[src/logic/pkt_count_pkg.sv]
// Purpose: Shared constants and carriers for the receive packet counters.
// Assumes: 32-bit APB data, 16-bit registers in the low half of each word.
// Notes: Register indices are multiplied by four to form byte addresses.
package pkt_count_pkg;

    ////////////////////////////////////////////////////////////////////////
    // Widths
    localparam int DATA_W = 16;
    localparam int NUM_EP = 7;
    localparam int NUM_PORTS = 2;
    localparam int IRQ_W = 2;
    localparam int ADDR_W = 12;

    ////////////////////////////////////////////////////////////////////////
    // Register indices (byte address is index times four)
    localparam logic [9:0] IDX_PORT0_COUNT = 10'h04E;
    localparam logic [9:0] IDX_PORT1_COUNT = 10'h056;
    localparam logic [9:0] IDX_BUF_STATUS = 10'h058;
    localparam logic [9:0] IDX_PORT0_CTRL = 10'h060;
    localparam logic [9:0] IDX_PORT1_CTRL = 10'h061;
    localparam logic [9:0] IDX_IRQ_STATUS = 10'h062;
    localparam logic [9:0] IDX_IRQ_MASK = 10'h063;

    ////////////////////////////////////////////////////////////////////////
    // Port control register fields
    localparam int CTRL_CLEAR_BIT = 15;
    localparam int CTRL_ENABLE_BIT = 14;
    localparam int CTRL_DIR_BIT = 13;
    localparam int CTRL_CONT_BIT = 12;
    localparam int CTRL_TYPE_LSB = 10;
    localparam logic [1:0] TYPE_BULK = 2'h1;
    localparam logic DIR_OUT = 1'b0;

    ////////////////////////////////////////////////////////////////////////
    // Interrupt status bits
    localparam int IRQ_DONE0_BIT = 0;
    localparam int IRQ_DONE1_BIT = 1;

    ////////////////////////////////////////////////////////////////////////
    // Reset values
    localparam logic [DATA_W-1:0] COUNT_RST = 16'h0000;
    localparam logic [NUM_EP-1:0] BUF_STATUS_RST = 7'h00;
    localparam logic [IRQ_W-1:0] IRQ_RST = 2'h0;
    localparam logic [31:0] PRDATA_RST = 32'h00000000;

    ////////////////////////////////////////////////////////////////////////
    // Carriers
    typedef struct packed {
        logic enable;
        logic dir;
        logic cont;
        logic [1:0] ttype;
    } port_ctrl_t;

    localparam port_ctrl_t CTRL_RST = '{1'b0, 1'b0, 1'b0, 2'h0};

    typedef struct packed {
        logic clear;
        logic load;
        logic [DATA_W-1:0] wdata;
        logic pkt;
        logic normal_done;
    } cnt_req_t;

    typedef enum logic [1:0] {
        BUS_IDLE = 2'b01,
        BUS_ACK = 2'b10
    } bus_state_t;

endpackage : pkt_count_pkg

[src/logic/pkt_counter_unit.sv]
// Purpose: One packet counter with target compare for a DMA FIFO port.
// Assumes: Load and clear requests are single-cycle pulses from the register block; normal_done may stay high.
// Notes: Completion pulse is emitted on the rising edge of the condition.
`timescale 1ns/1ps
module pkt_counter_unit #(
    parameter int W = 16
) (
    input wire logic clk,
    input wire logic sys_rst,
    input wire pkt_count_pkg::port_ctrl_t ctrl,
    input wire pkt_count_pkg::cnt_req_t req,
    output logic [W-1:0] rd_value,
    output logic done_pulse
);

    typedef struct packed {
        logic [W-1:0] target;
        logic [W-1:0] current;
        logic cond_seen;
        logic done_pulse;
    } unit_state_t;

    unit_state_t st_r;
    unit_state_t st_nxt;
    logic eligible;
    logic counting;
    logic match;
    logic cond;

    ////////////////////////////////////////////////////////////////////////
    always_comb begin
        eligible = (ctrl.dir == pkt_count_pkg::DIR_OUT) && ctrl.cont
            && (ctrl.ttype == pkt_count_pkg::TYPE_BULK);
        counting = ctrl.enable && eligible;
        match = counting && (st_r.current == st_r.target);
        cond = match || req.normal_done;
        st_nxt = st_r;
        if (req.load) begin
            st_nxt.target = req.wdata;
        end
        if (req.clear) begin
            st_nxt.current = '0;
        end else if (req.pkt && counting && !match) begin
            // Freezing at the match keeps the readback equal to the target
            st_nxt.current = W'(st_r.current + 1'b1);
        end
        st_nxt.done_pulse = cond && !st_r.cond_seen;
        st_nxt.cond_seen = cond;
    end

    always_ff @(posedge clk or posedge sys_rst) begin
        if (sys_rst) begin
            st_r <= '0;
        end else begin
            st_r <= st_nxt;
        end
    end

    // Readback follows the enable bit, not the endpoint qualification
    assign rd_value = ctrl.enable ? st_r.current : st_r.target;
    assign done_pulse = st_r.done_pulse;

endmodule : pkt_counter_unit

[src/logic/dma_receive_packet_counter.sv]
// Purpose: Receive packet counters for two DMA FIFO ports plus the
//          endpoint buffer-ready status word, behind an APB slave.
// Assumes: pkt_rx inputs are synchronous one-cycle pulses; normal_done may stay high.
// Notes: APB answers with one wait state; unmapped addresses get pslverr.
`timescale 1ns/1ps
module dma_receive_packet_counter #(
    parameter int NUM_EP = pkt_count_pkg::NUM_EP,
    parameter int CNT_W = pkt_count_pkg::DATA_W
) (
    input wire logic clk,
    input wire logic sys_rst,
    input wire logic sw_rst,
    input wire logic psel,
    input wire logic penable,
    input wire logic pwrite,
    input wire logic [pkt_count_pkg::ADDR_W-1:0] paddr,
    input wire logic [31:0] pwdata,
    output logic [31:0] prdata,
    output logic pready,
    output logic pslverr,
    input wire logic [pkt_count_pkg::NUM_PORTS-1:0] pkt_rx,
    input wire logic [pkt_count_pkg::NUM_PORTS-1:0] normal_done,
    input wire logic [NUM_EP-1:0] buf_ready_set,
    input wire logic [NUM_EP-1:0] buf_ready_clr,
    output logic [pkt_count_pkg::NUM_PORTS-1:0] rx_complete,
    output logic irq
);

    ////////////////////////////////////////////////////////////////////////
    // State

    // Every flop of the block outside the two counter units lives in this one image
    typedef struct packed {
        pkt_count_pkg::bus_state_t bus_st;
        logic pready;
        logic pslverr;
        logic [31:0] prdata;
        pkt_count_pkg::port_ctrl_t ctrl0;
        pkt_count_pkg::port_ctrl_t ctrl1;
        logic [NUM_EP-1:0] buf_status;
        logic [pkt_count_pkg::IRQ_W-1:0] irq_status;
        logic [pkt_count_pkg::IRQ_W-1:0] irq_mask;
        logic irq;
        logic [pkt_count_pkg::NUM_PORTS-1:0] complete;
    } top_state_t;

    top_state_t st_r;
    top_state_t st_nxt;
    pkt_count_pkg::cnt_req_t req0;
    pkt_count_pkg::cnt_req_t req1;
    logic [CNT_W-1:0] rd0;
    logic [CNT_W-1:0] rd1;
    logic done0;
    logic done1;
    logic commit;
    logic wr_commit;
    logic [pkt_count_pkg::IRQ_W-1:0] irq_events;

    ////////////////////////////////////////////////////////////////////////
    // Helpers

    // A low address bit set never matches, so misaligned access errs
    function automatic logic idx_hit(
        input logic [pkt_count_pkg::ADDR_W-1:0] addr,
        input logic [9:0] idx
    );
        idx_hit = (addr[pkt_count_pkg::ADDR_W-1:2] == idx)
            && (addr[1:0] == 2'h0);
    endfunction : idx_hit

    function automatic logic [15:0] ctrl_word(
        input pkt_count_pkg::port_ctrl_t c
    );
        logic [15:0] w;
        w = 16'h0000;
        // Count clear is never stored, so it always reads back as zero
        w[pkt_count_pkg::CTRL_ENABLE_BIT] = c.enable;
        w[pkt_count_pkg::CTRL_DIR_BIT] = c.dir;
        w[pkt_count_pkg::CTRL_CONT_BIT] = c.cont;
        w[pkt_count_pkg::CTRL_TYPE_LSB +: 2] = c.ttype;
        ctrl_word = w;
    endfunction : ctrl_word

    function automatic pkt_count_pkg::port_ctrl_t ctrl_load(
        input logic [31:0] d
    );
        pkt_count_pkg::port_ctrl_t c;
        // The clear bit is not stored; it only pulses the counter
        c.enable = d[pkt_count_pkg::CTRL_ENABLE_BIT];
        c.dir = d[pkt_count_pkg::CTRL_DIR_BIT];
        c.cont = d[pkt_count_pkg::CTRL_CONT_BIT];
        c.ttype = d[pkt_count_pkg::CTRL_TYPE_LSB +: 2];
        ctrl_load = c;
    endfunction : ctrl_load

    function automatic logic mapped(
        input logic [pkt_count_pkg::ADDR_W-1:0] addr
    );
        mapped = idx_hit(addr, pkt_count_pkg::IDX_PORT0_COUNT)
            || idx_hit(addr, pkt_count_pkg::IDX_PORT1_COUNT)
            || idx_hit(addr, pkt_count_pkg::IDX_BUF_STATUS)
            || idx_hit(addr, pkt_count_pkg::IDX_PORT0_CTRL)
            || idx_hit(addr, pkt_count_pkg::IDX_PORT1_CTRL)
            || idx_hit(addr, pkt_count_pkg::IDX_IRQ_STATUS)
            || idx_hit(addr, pkt_count_pkg::IDX_IRQ_MASK);
    endfunction : mapped

    ////////////////////////////////////////////////////////////////////////
    // Counter requests

    // The write lands on the edge where the master sees pready high
    assign commit = psel && penable && st_r.pready;
    assign wr_commit = commit && pwrite && !st_r.pslverr;

    // Both units see the write data; only the addressed one acts on it
    always_comb begin
        req0 = '0;
        req1 = '0;
        req0.wdata = pwdata[CNT_W-1:0];
        req1.wdata = pwdata[CNT_W-1:0];
        req0.pkt = pkt_rx[0];
        req1.pkt = pkt_rx[1];
        req0.normal_done = normal_done[0];
        req1.normal_done = normal_done[1];
        if (wr_commit) begin
            req0.load = idx_hit(paddr, pkt_count_pkg::IDX_PORT0_COUNT);
            req1.load = idx_hit(paddr, pkt_count_pkg::IDX_PORT1_COUNT);
            // Writing zero to the clear bit has no effect
            req0.clear = idx_hit(paddr, pkt_count_pkg::IDX_PORT0_CTRL)
                && pwdata[pkt_count_pkg::CTRL_CLEAR_BIT];
            req1.clear = idx_hit(paddr, pkt_count_pkg::IDX_PORT1_CTRL)
                && pwdata[pkt_count_pkg::CTRL_CLEAR_BIT];
        end
    end

    pkt_counter_unit #(
        .W(CNT_W)
    ) u_count0 (
        .clk(clk),
        .sys_rst(sys_rst),
        .ctrl(st_r.ctrl0),
        .req(req0),
        .rd_value(rd0),
        .done_pulse(done0)
    );

    pkt_counter_unit #(
        .W(CNT_W)
    ) u_count1 (
        .clk(clk),
        .sys_rst(sys_rst),
        .ctrl(st_r.ctrl1),
        .req(req1),
        .rd_value(rd1),
        .done_pulse(done1)
    );

    ////////////////////////////////////////////////////////////////////////
    // Next state

    always_comb begin
        st_nxt = st_r;
        irq_events = '0;
        irq_events[pkt_count_pkg::IRQ_DONE0_BIT] = done0;
        irq_events[pkt_count_pkg::IRQ_DONE1_BIT] = done1;
        // One more flop so the completion output leaves a register
        st_nxt.complete = {done1, done0};

        // Buffer ready: set wins over clear in the same cycle
        st_nxt.buf_status = (st_r.buf_status & ~buf_ready_clr)
            | buf_ready_set;
        if (sw_rst) begin
            st_nxt.buf_status = pkt_count_pkg::BUF_STATUS_RST;
        end

        case (st_r.bus_st)
            pkt_count_pkg::BUS_IDLE: begin
                st_nxt.pready = 1'b0;
                st_nxt.pslverr = 1'b0;
                if (psel && penable) begin
                    st_nxt.bus_st = pkt_count_pkg::BUS_ACK;
                    st_nxt.pready = 1'b1;
                    st_nxt.pslverr = !mapped(paddr);
                    st_nxt.prdata = pkt_count_pkg::PRDATA_RST;
                    // Captured a cycle early so prdata stands with pready
                    if (!pwrite) begin
                        if (idx_hit(paddr, pkt_count_pkg::IDX_PORT0_COUNT))
                        begin
                            st_nxt.prdata[CNT_W-1:0] = rd0;
                        end
                        if (idx_hit(paddr, pkt_count_pkg::IDX_PORT1_COUNT))
                        begin
                            st_nxt.prdata[CNT_W-1:0] = rd1;
                        end
                        if (idx_hit(paddr, pkt_count_pkg::IDX_BUF_STATUS))
                        begin
                            // Upper bits always read zero
                            st_nxt.prdata[NUM_EP-1:0] =
                                st_r.buf_status;
                        end
                        if (idx_hit(paddr, pkt_count_pkg::IDX_PORT0_CTRL))
                        begin
                            st_nxt.prdata[15:0] = ctrl_word(st_r.ctrl0);
                        end
                        if (idx_hit(paddr, pkt_count_pkg::IDX_PORT1_CTRL))
                        begin
                            st_nxt.prdata[15:0] = ctrl_word(st_r.ctrl1);
                        end
                        if (idx_hit(paddr, pkt_count_pkg::IDX_IRQ_STATUS))
                        begin
                            st_nxt.prdata[pkt_count_pkg::IRQ_W-1:0] =
                                st_r.irq_status;
                        end
                        if (idx_hit(paddr, pkt_count_pkg::IDX_IRQ_MASK))
                        begin
                            st_nxt.prdata[pkt_count_pkg::IRQ_W-1:0] =
                                st_r.irq_mask;
                        end
                    end
                end
            end
            pkt_count_pkg::BUS_ACK: begin
                st_nxt.bus_st = pkt_count_pkg::BUS_IDLE;
                st_nxt.pready = 1'b0;
                st_nxt.pslverr = 1'b0;
                if (wr_commit) begin
                    if (idx_hit(paddr, pkt_count_pkg::IDX_PORT0_CTRL)) begin
                        st_nxt.ctrl0 = ctrl_load(pwdata);
                    end
                    if (idx_hit(paddr, pkt_count_pkg::IDX_PORT1_CTRL)) begin
                        st_nxt.ctrl1 = ctrl_load(pwdata);
                    end
                    if (idx_hit(paddr, pkt_count_pkg::IDX_IRQ_MASK)) begin
                        st_nxt.irq_mask = pwdata[pkt_count_pkg::IRQ_W-1:0];
                    end
                end
                // Only bits already returned are cleared, so an event that
                // lands between capture and completion is not lost
                if (commit && !pwrite
                    && idx_hit(paddr, pkt_count_pkg::IDX_IRQ_STATUS)) begin
                    st_nxt.irq_status = st_r.irq_status
                        & ~st_r.prdata[pkt_count_pkg::IRQ_W-1:0];
                end
            end
            // Stray one-hot codes fall back to idle
            default: begin
                st_nxt.bus_st = pkt_count_pkg::BUS_IDLE;
                st_nxt.pready = 1'b0;
                st_nxt.pslverr = 1'b0;
            end
        endcase

        // New events win over a read clear
        st_nxt.irq_status = st_nxt.irq_status | irq_events;
        // Level stays up until a read clears or the mask hides the bit
        st_nxt.irq = |(st_nxt.irq_status & st_nxt.irq_mask);
    end

    ////////////////////////////////////////////////////////////////////////
    // Registers

    // Soft reset is handled in next state; it only touches buffer status
    always_ff @(posedge clk or posedge sys_rst) begin
        if (sys_rst) begin
            st_r.bus_st <= pkt_count_pkg::BUS_IDLE;
            st_r.pready <= 1'b0;
            st_r.pslverr <= 1'b0;
            st_r.prdata <= pkt_count_pkg::PRDATA_RST;
            st_r.ctrl0 <= pkt_count_pkg::CTRL_RST;
            st_r.ctrl1 <= pkt_count_pkg::CTRL_RST;
            st_r.buf_status <= pkt_count_pkg::BUF_STATUS_RST;
            st_r.irq_status <= pkt_count_pkg::IRQ_RST;
            st_r.irq_mask <= pkt_count_pkg::IRQ_RST;
            st_r.irq <= 1'b0;
            st_r.complete <= '0;
        end else begin
            st_r <= st_nxt;
        end
    end

    assign prdata = st_r.prdata;
    assign pready = st_r.pready;
    assign pslverr = st_r.pslverr;
    assign rx_complete = st_r.complete;
    assign irq = st_r.irq;

endmodule : dma_receive_packet_counter

[config.mk]
export PLATFORM = sky130hd
export DESIGN_NAME = dma_receive_packet_counter
export DESIGN_NICKNAME = d
export VERILOG_FILES = /design/src/logic/pkt_count_pkg.sv /design/src/logic/pkt_counter_unit.sv /design/src/logic/dma_receive_packet_counter.sv
export SDC_FILE = /design/constraint.sdc
export NUM_CORES = 1
export LEC_CHECK = 0
export BUFFER_PORTS_ARGS = -buffer_cell sky130_fd_sc_hd__buf_2
export CAP_MARGIN = 10
export CORE_MARGIN = 2
export CORE_UTILIZATION = 50
export DETAILED_ROUTE_END_ITERATION = 10
export PLACE_DENSITY = 0.69
export SLEW_MARGIN = 20
export SYNTH_ARGS = -nofsm -noshare
export SYNTH_HDL_FRONTEND = slang
export SYNTH_HIERARCHICAL = 1
export SYNTH_SLANG_ARGS = --single-unit
[constraint.sdc]
create_clock -name clk -period 4.31 [get_ports clk]
set_clock_uncertainty 0.05 [all_clocks]
set_input_delay 0.431 -clock clk [delete_from_list [all_inputs] [get_ports clk]]
set_output_delay 0.431 -clock clk [all_outputs]
set_load 0.01 [all_outputs]
==> impl_metrics.xml, run 1 <==
<?xml version="1.0" encoding="UTF-8"?>
<metrics>
  <group name="outcome">
    <metric name="run_status" unit="">finished clean</metric>
  </group>
  <group name="worst_setup_path">
    <metric name="crit_family" unit="">simple AND/OR/NAND/NOR gates</metric>
    <metric name="start_kind" unit="">primary input</metric>
    <metric name="path_depth" unit="">6</metric>
    <metric name="worst-endpoint-arrival" unit="ps">2960</metric>
    <metric name="crit_buf_inv" unit="">2</metric>
    <metric name="crit_path_max_fanout" unit="">16</metric>
    <metric name="worst-r2r-cell-count" unit="">5</metric>
    <metric name="timing.reg2reg.setup_slack" unit="ps">1820</metric>
    <metric name="cp-endpoint" unit="">u_count1/st_r[30]</metric>
    <metric name="rr_startpoint" unit="">st_r[23]</metric>
    <metric name="path_cells" unit="">buf_2 -&gt; or4bb_1 -&gt; nor4_4 -&gt; buf_4 -&gt; and2_1 -&gt; mux2_2</metric>
    <metric name="critPathLaunch" unit="">paddr[2]</metric>
    <metric name="critical_path.reg2reg.endpoint" unit="">u_count0/st_r[7]</metric>
    <metric name="path_class" unit="">in2reg</metric>
    <metric name="critPathSlowestCell" unit="">and2_1</metric>
    <metric name="setup.worst_path.end_class" unit="">flip-flop</metric>
    <metric name="cpPeakStageDelay" unit="ps">730</metric>
    <metric name="worstPathRequired" unit="ps">4500</metric>
  </group>
  <group name="clocking">
    <metric name="cts_resized" unit="">0</metric>
    <metric name="worst_setup_hold_path_clk_slew" unit="ps">80</metric>
    <metric name="clock_tree.root_cell" unit="">clkbuf_16</metric>
    <metric name="cts_tree" unit="">yes</metric>
    <metric name="clock_insertion_delay_worst_skew" unit="ps">350</metric>
    <metric name="post_cts_setup_inserts" unit="">0</metric>
    <metric name="cts_buffers" unit="">9</metric>
    <metric name="clock_sinks" unit="">112</metric>
    <metric name="clock_tree.htree_level_count" unit="">3</metric>
    <metric name="cts_buffer_depth" unit="">2</metric>
    <metric name="cts-hold-fix-buffers" unit="">0</metric>
  </group>
  <group name="routing">
    <metric name="final_antenna_net_count" unit="">0</metric>
    <metric name="detail_route.wl_per_cell" unit="µm">18.8</metric>
    <metric name="viasPerCell" unit="">5.61</metric>
    <metric name="drt_iter0_drc" unit="">410</metric>
    <metric name="post_route_drc" unit="">0</metric>
    <metric name="drt_first_pass_iters" unit="">5</metric>
    <metric name="wirelength" unit="µm">15600</metric>
    <metric name="num_vias" unit="">4677</metric>
  </group>
  <group name="power">
    <metric name="share_seq_of_total_power" unit="">0.524</metric>
    <metric name="p_sw_frac" unit="">0.236</metric>
    <metric name="internal-power" unit="W">0.00155</metric>
    <metric name="power.switching" unit="W">0.000479</metric>
    <metric name="power.static_leakage" unit="nW">3.22</metric>
    <metric name="fraction_of_power_consumed_by_combinational_cells" unit="">0.050</metric>
    <metric name="clock_power_share" unit="">0.426</metric>
    <metric name="power_per_cell_area" unit="mW/mm²">284</metric>
    <metric name="overall_power" unit="W">0.00203</metric>
    <metric name="ir_drop" unit="mV">0.226</metric>
  </group>
  <group name="run">
    <metric name="drv_cap" unit="">0</metric>
  </group>
  <group name="yosys">
    <metric name="count_of_synthesis_stage_warnings_from_yosys" unit="">6</metric>
    <metric name="netlist_instances" unit="">610</metric>
    <metric name="synth_area_per_cell" unit="µm²">10.8</metric>
    <metric name="synth_edf_count" unit="">0</metric>
    <metric name="postSynth.asyncResetShare" unit="">1.00</metric>
    <metric name="synth_top_cell_area_share" unit="">0.423</metric>
    <metric name="yosys_most_used_dff" unit="">dfrtp_1</metric>
    <metric name="flip_flop_and_latch_count_after_synthesis" unit="">112</metric>
    <metric name="synth_area_leaders" unit="">dfrtp_1 (42%), mux2_2 (13%), buf_4 (4.5%)</metric>
    <metric name="post-synth-top-area-cell" unit="">dfrtp_1</metric>
    <metric name="synth-seq-area-share" unit="">0.427</metric>
    <metric name="mapped_cell_area" unit="mm²">0.00657</metric>
    <metric name="post_synth_num_cell_types" unit="">46</metric>
  </group>
  <group name="global_route">
    <metric name="grt_max_degree" unit="">45</metric>
    <metric name="grt_pass1_vias" unit="">4790</metric>
    <metric name="antenna_found_initial" unit="">0</metric>
    <metric name="groute.usage.overall" unit="">0.230</metric>
    <metric name="globalRoute.totalOverflow" unit="">0</metric>
    <metric name="grt_pass1_wl" unit="µm">25500</metric>
  </group>
  <group name="sta">
    <metric name="grt_setup_unrepaired" unit="">false</metric>
    <metric name="transition_time_at_the_pin_with_the_least_slew_margin" unit="ps">929</metric>
    <metric name="timing.final.setup_violations" unit="">0</metric>
    <metric name="hold_violations" unit="">0</metric>
    <metric name="post_route_minimum_period" unit="ps">2770</metric>
    <metric name="hold_ws" unit="ps">145</metric>
    <metric name="slew_violations" unit="">0</metric>
    <metric name="worst_slew_margin_rel" unit="">0.380</metric>
    <metric name="layout_worst_path_cycle_share" unit="">0.643</metric>
    <metric name="tns" unit="ps">0</metric>
    <metric name="max_freq" unit="MHz">361</metric>
  </group>
  <group name="cells_and_area">
    <metric name="antenna-diode-count" unit="">0</metric>
    <metric name="share_of_post_route_cells_with_drive_strength_above_1" unit="">0.343</metric>
    <metric name="flow.area_growth_from_synthesis" unit="%">9.17</metric>
    <metric name="utilization" unit="">0.563</metric>
    <metric name="fin_nets" unit="">726</metric>
    <metric name="stdcell_count" unit="">833</metric>
  </group>
  <group name="floorplan">
    <metric name="dieArea" unit="mm²">0.0141</metric>
    <metric name="std_cell_rows" unit="">41</metric>
    <metric name="die_width" unit="µm">119</metric>
    <metric name="die-height" unit="µm">119</metric>
    <metric name="pin_count" unit="">105</metric>
    <metric name="core_area" unit="mm²">0.0127</metric>
    <metric name="initial_core_util" unit="">0.516</metric>
  </group>
  <group name="placement">
    <metric name="placed_cells" unit="">815</metric>
    <metric name="port-buffer-count" unit="">72</metric>
    <metric name="dp_hpwl" unit="µm">11500</metric>
    <metric name="routabilityCongestion" unit="">0.880</metric>
  </group>
  <group name="worst_hold_path">
    <metric name="min-delay-path-class" unit="">in2async</metric>
  </group>
</metrics>
==> how the worst min path moves through the flow <==
stage                             start           endpoint  depth (start not counted)
floorplan           u_count0/done_pulse     rx_complete[0]                          0
global placement    u_count1/done_pulse     rx_complete[1]                          0
detailed placement  u_count1/done_pulse     rx_complete[1]                          0
CTS                             sys_rst  u_count0/st_r[31]                          3
global route                    sys_rst  u_count0/st_r[21]                          3
finish                          sys_rst  u_count0/st_r[21]                          3
==> per-stage QoR <==
step	cell area (µm²)	setup slack, ps
global route	7170	1420
global placement	6840	1270
floorplan	6620	1320
finish	7170	1540
CTS	7150	1560
detailed placement	6840	1190
==> flip-flops by register name, indices dropped and copies added, names as in the netlist <==
| signal | cells |
|---|---|
| u_count0/st_r | 33 |
| u_count1/st_r | 33 |
| st_r | 23 |
| prdata | 16 |
| rx_complete | 2 |
| irq | 1 |
| pready | 1 |
| pslverr | 1 |
| u_count0/done_pulse | 1 |
| u_count1/done_pulse | 1 |
==> synth_stat cells, types with 2 or more instances <==
cell type,instances
a32o_1,5
mux2_2,78
xnor2_1,32
nor4_1,2
o21ai_0,18
or4_1,6
buf_4,39
nor3_2,12
or3_1,12
a221o_1,5
nand3_2,4
dfrtp_1,111
buf_1,3
nand3_1,16
a22o_1,6
nand3b_2,2
buf_6,5
mux2i_1,9
nand4_1,15
o31ai_1,6
a21oi_1,32
and2_1,2
nor2_1,40
inv_1,17
or4b_4,2
nand2_1,31
nor3b_1,2
a21o_1,4
nor2b_1,16
nand2b_1,10
ha_1,2
a22oi_1,11
mux2_4,12
nor3_1,6
nor4_4,7
buf_2,5
clkbuf_1,10
nor2_2,5
or3b_2,3
==> cell usage in the layout, fill, tap and decap left out, types with 16 or more instances in the layout <==
master     n
inv_1     16
dfrtp_1  111
nand3_1   16
a21oi_1   32
mux2_2    78
conb_1    16
nor2b_1   16
o21ai_0   18
nor2_1    40
nand2_1   31
buf_2     72
xnor2_1   32
==> worst reg2reg max path: cells and delay by family, from the launching register on <==
family,cells,cell delay (ps)
and+or+nand+nor,4,1080
DFF,1,870
muxes,1,380
==> power by group through the flow <==
stage	registers [W]	clock network, W	logic (W)
3_3_place_gp	0.00109	0	0.000100
4_1_cts	0.00106	0.000883	0.000103
3_5_place_dp	0.00109	0	0.000103
6_report	0.00106	0.000866	0.000102
2_1_floorplan	0.00108	0	0.0000621
5_1_grt	0.00107	0.000927	0.000114
==> logic make-up (layout without fill, tap and decap cells) <==
kind of cell | Yosys count | in the layout | synth area share
buffers and inverters | 79 | 115 | 0.0741
other | 1 | 16 | 0.000571
xor gates and xnor gates | 32 | 32 | 0.0427
adders and majority gates | 2 | 2 | 0.00381
and+or+nand+nor | 198 | 198 | 0.192
DFF | 112 | 112 | 0.427
muxes | 99 | 99 | 0.175
AOI/OAI and AO/OA | 87 | 87 | 0.0854
==> final cells by class <==
| type | count | area [µm²] |
|---|---|---|
| fillers | 1140 | 5550 |
| multi-input cells | 434 | 3340 |
| flip-flops and latches | 112 | 2800 |
| repair buffers | 82 | 443 |
| clock buffers | 10 | 229 |
| well taps | 172 | 215 |
| clock inverters | 6 | 76.3 |
| inverters | 17 | 63.8 |
==> layer usage <==
layer / global-route usage / up-vias / wire length [µm]
met1: 0.321 / 2328 / 6870
met4: 0.0662 / 0 / 292
met2: 0.367 / 113 / 7600
met3: 0.0401 / 23 / 894
li1: - / 2213 / -
met5: 0 / - / 0
Note: power is estimated with default switching activity, not from simulation.
==> inputs of run 2 (changes only) <==
Clock period 4.31 ns to 2.87 ns, I/O delays scaled along.
==> impl_metrics.xml, run 2 (synthesis gave the netlist of run 1 again) <==
<?xml version="1.0" encoding="UTF-8"?>
<metrics>
  <group name="outcome">
    <metric name="run_status" unit="">finished clean</metric>
  </group>
  <group name="routing">
    <metric name="post_route_drc" unit="">0</metric>
    <metric name="wirelength" unit="µm">16100</metric>
    <metric name="viasPerCell" unit="">5.70</metric>
    <metric name="detail_route.wl_per_cell" unit="µm">19.2</metric>
    <metric name="drt_iter0_drc" unit="">295</metric>
    <metric name="final_antenna_net_count" unit="">0</metric>
    <metric name="num_vias" unit="">4779</metric>
    <metric name="drt_first_pass_iters" unit="">4</metric>
  </group>
  <group name="sta">
    <metric name="transition_time_at_the_pin_with_the_least_slew_margin" unit="ps">925</metric>
    <metric name="post_route_minimum_period" unit="ps">2200</metric>
    <metric name="grt_setup_unrepaired" unit="">false</metric>
    <metric name="tns" unit="ps">0</metric>
    <metric name="max_freq" unit="MHz">455</metric>
    <metric name="worst_slew_margin_rel" unit="">0.383</metric>
    <metric name="hold_violations" unit="">0</metric>
    <metric name="timing.final.setup_violations" unit="">0</metric>
    <metric name="slew_violations" unit="">0</metric>
    <metric name="layout_worst_path_cycle_share" unit="">0.766</metric>
  </group>
  <group name="cells_and_area">
    <metric name="share_of_post_route_cells_with_drive_strength_above_1" unit="">0.348</metric>
    <metric name="layout_top_registers" unit="">u_count0/st_r x33, u_count1/st_r x33, st_r x23</metric>
    <metric name="layout.cells.most_common" unit="">dfrtp_1</metric>
    <metric name="fin_nets" unit="">733</metric>
    <metric name="antenna-diode-count" unit="">0</metric>
    <metric name="post-route-cell-area" unit="mm²">0.00722</metric>
    <metric name="flow.area_growth_from_synthesis" unit="%">9.97</metric>
    <metric name="stdcell_count" unit="">839</metric>
    <metric name="top_library_cells_by_usage_in_the_layout_fill_and_taps_aside" unit="">dfrtp_1 (111), mux2_2 (78), buf_2 (72)</metric>
  </group>
  <group name="global_route">
    <metric name="grt_pass1_vias" unit="">4842</metric>
    <metric name="grt_max_degree" unit="">45</metric>
    <metric name="grt_pass1_wl" unit="µm">26000</metric>
    <metric name="antenna_found_initial" unit="">0</metric>
    <metric name="groute.usage.overall" unit="">0.236</metric>
    <metric name="globalRoute.totalOverflow" unit="">0</metric>
  </group>
  <group name="run">
    <metric name="drv_cap" unit="">0</metric>
  </group>
  <group name="placement">
    <metric name="dp_hpwl" unit="µm">11900</metric>
    <metric name="placed_cells" unit="">824</metric>
    <metric name="port-buffer-count" unit="">72</metric>
    <metric name="placement.cell_area" unit="mm²">0.00693</metric>
    <metric name="routabilityCongestion" unit="">0.853</metric>
  </group>
  <group name="floorplan">
    <metric name="core_area" unit="mm²">0.0127</metric>
    <metric name="std_cell_rows" unit="">41</metric>
    <metric name="die_width" unit="µm">119</metric>
    <metric name="initial_core_util" unit="">0.516</metric>
    <metric name="die-height" unit="µm">119</metric>
    <metric name="dieArea" unit="mm²">0.0141</metric>
    <metric name="pin_count" unit="">105</metric>
  </group>
  <group name="worst_setup_path">
    <metric name="start_kind" unit="">primary input</metric>
    <metric name="rr_startpoint" unit="">st_r[58]</metric>
    <metric name="setup.worst_path.end_class" unit="">flip-flop</metric>
    <metric name="timing.reg2reg.setup_slack" unit="ps">760</metric>
    <metric name="worst-endpoint-arrival" unit="ps">2380</metric>
    <metric name="worstPathRequired" unit="ps">3060</metric>
    <metric name="path_class" unit="">in2reg</metric>
    <metric name="crit_path_max_fanout" unit="">24</metric>
    <metric name="critical_path.reg2reg.endpoint" unit="">prdata[8]</metric>
    <metric name="worst-r2r-cell-count" unit="">5</metric>
  </group>
  <group name="power">
    <metric name="power_per_cell_area" unit="mW/mm²">417</metric>
    <metric name="ir_drop" unit="mV">0.312</metric>
    <metric name="power.static_leakage" unit="nW">3.25</metric>
  </group>
  <group name="clocking">
    <metric name="worst_setup_hold_path_clk_slew" unit="ps">70</metric>
    <metric name="clock_insertion_delay_worst_skew" unit="ps">360</metric>
    <metric name="cts_buffers" unit="">9</metric>
    <metric name="post_cts_setup_inserts" unit="">0</metric>
    <metric name="clock_tree.htree_level_count" unit="">3</metric>
    <metric name="clock_sinks" unit="">112</metric>
    <metric name="clock_tree.root_cell" unit="">clkbuf_16</metric>
    <metric name="cts-hold-fix-buffers" unit="">0</metric>
    <metric name="cts_buffer_depth" unit="">2</metric>
    <metric name="cts_resized" unit="">0</metric>
    <metric name="cts_tree" unit="">yes</metric>
  </group>
  <group name="worst_hold_path">
    <metric name="min-delay-path-class" unit="">in2async</metric>
  </group>
</metrics>
[run 2: how the worst max path moves through the flow]
stage,start,slack (ps),end,cells past startpoint
2_1_floorplan,paddr[9],20,u_count0/st_r[23],8
5_1_grt,st_r[58],570,prdata[15],5
3_3_place_gp,paddr[9],340,u_count1/st_r[6],8
4_1_cts,paddr[9],690,u_count1/st_r[11],8
6_report,paddr[9],670,u_count1/st_r[13],8
3_5_place_dp,paddr[9],300,u_count0/st_r[6],7
[run 2: cell type report]
cell class                 instances  area [µm²]
timing repair buffer              89         513
tap                              172         215
clock buffer                      11         233
clock inverter                     4        55.1
sequential                       112        2800
inverter                          17        63.8
multi-input combinational        434        3340
fill                            1161        5500
[run 2: layer usage]
metal  global-route usage  wire length (µm)  up-vias
li1                     -                 -     2225
met1                0.324              7220     2381
met2                0.383              7790      155
met3               0.0454               770       18
met4               0.0625               310        0
met5                    0                 0        -
[run 2: metrics by stage]
step	setup WS, ps	util	power, W	hold WS, ps
3_5_place_dp	303	0.545	0.00179	340
2_1_floorplan	20.7	-	0.00172	303
3_3_place_gp	340	0.545	0.00178	319
6_report	673	0.568	0.00301	9.91
4_1_cts	687	0.568	0.00304	29.2
5_1_grt	570	0.568	0.00311	54.5
[run 2: where the power goes]
group	total (W)	switching (W)	internal, W
Clock	0.00126	0.000577	0.000678
Combinational	0.000154	0.000106	0.0000480
Sequential	0.00160	0.00000831	0.00159
Total	0.00301	0.000691	0.00232
[run 2: worst max-delay path, stage by stage]
cell     delay (ps)
buf_2           100
or4b_4          620
nor4_4          460
nand2_1         100
nor2_1          290
buf_12          200
nor2_1           60
mux2_4          250
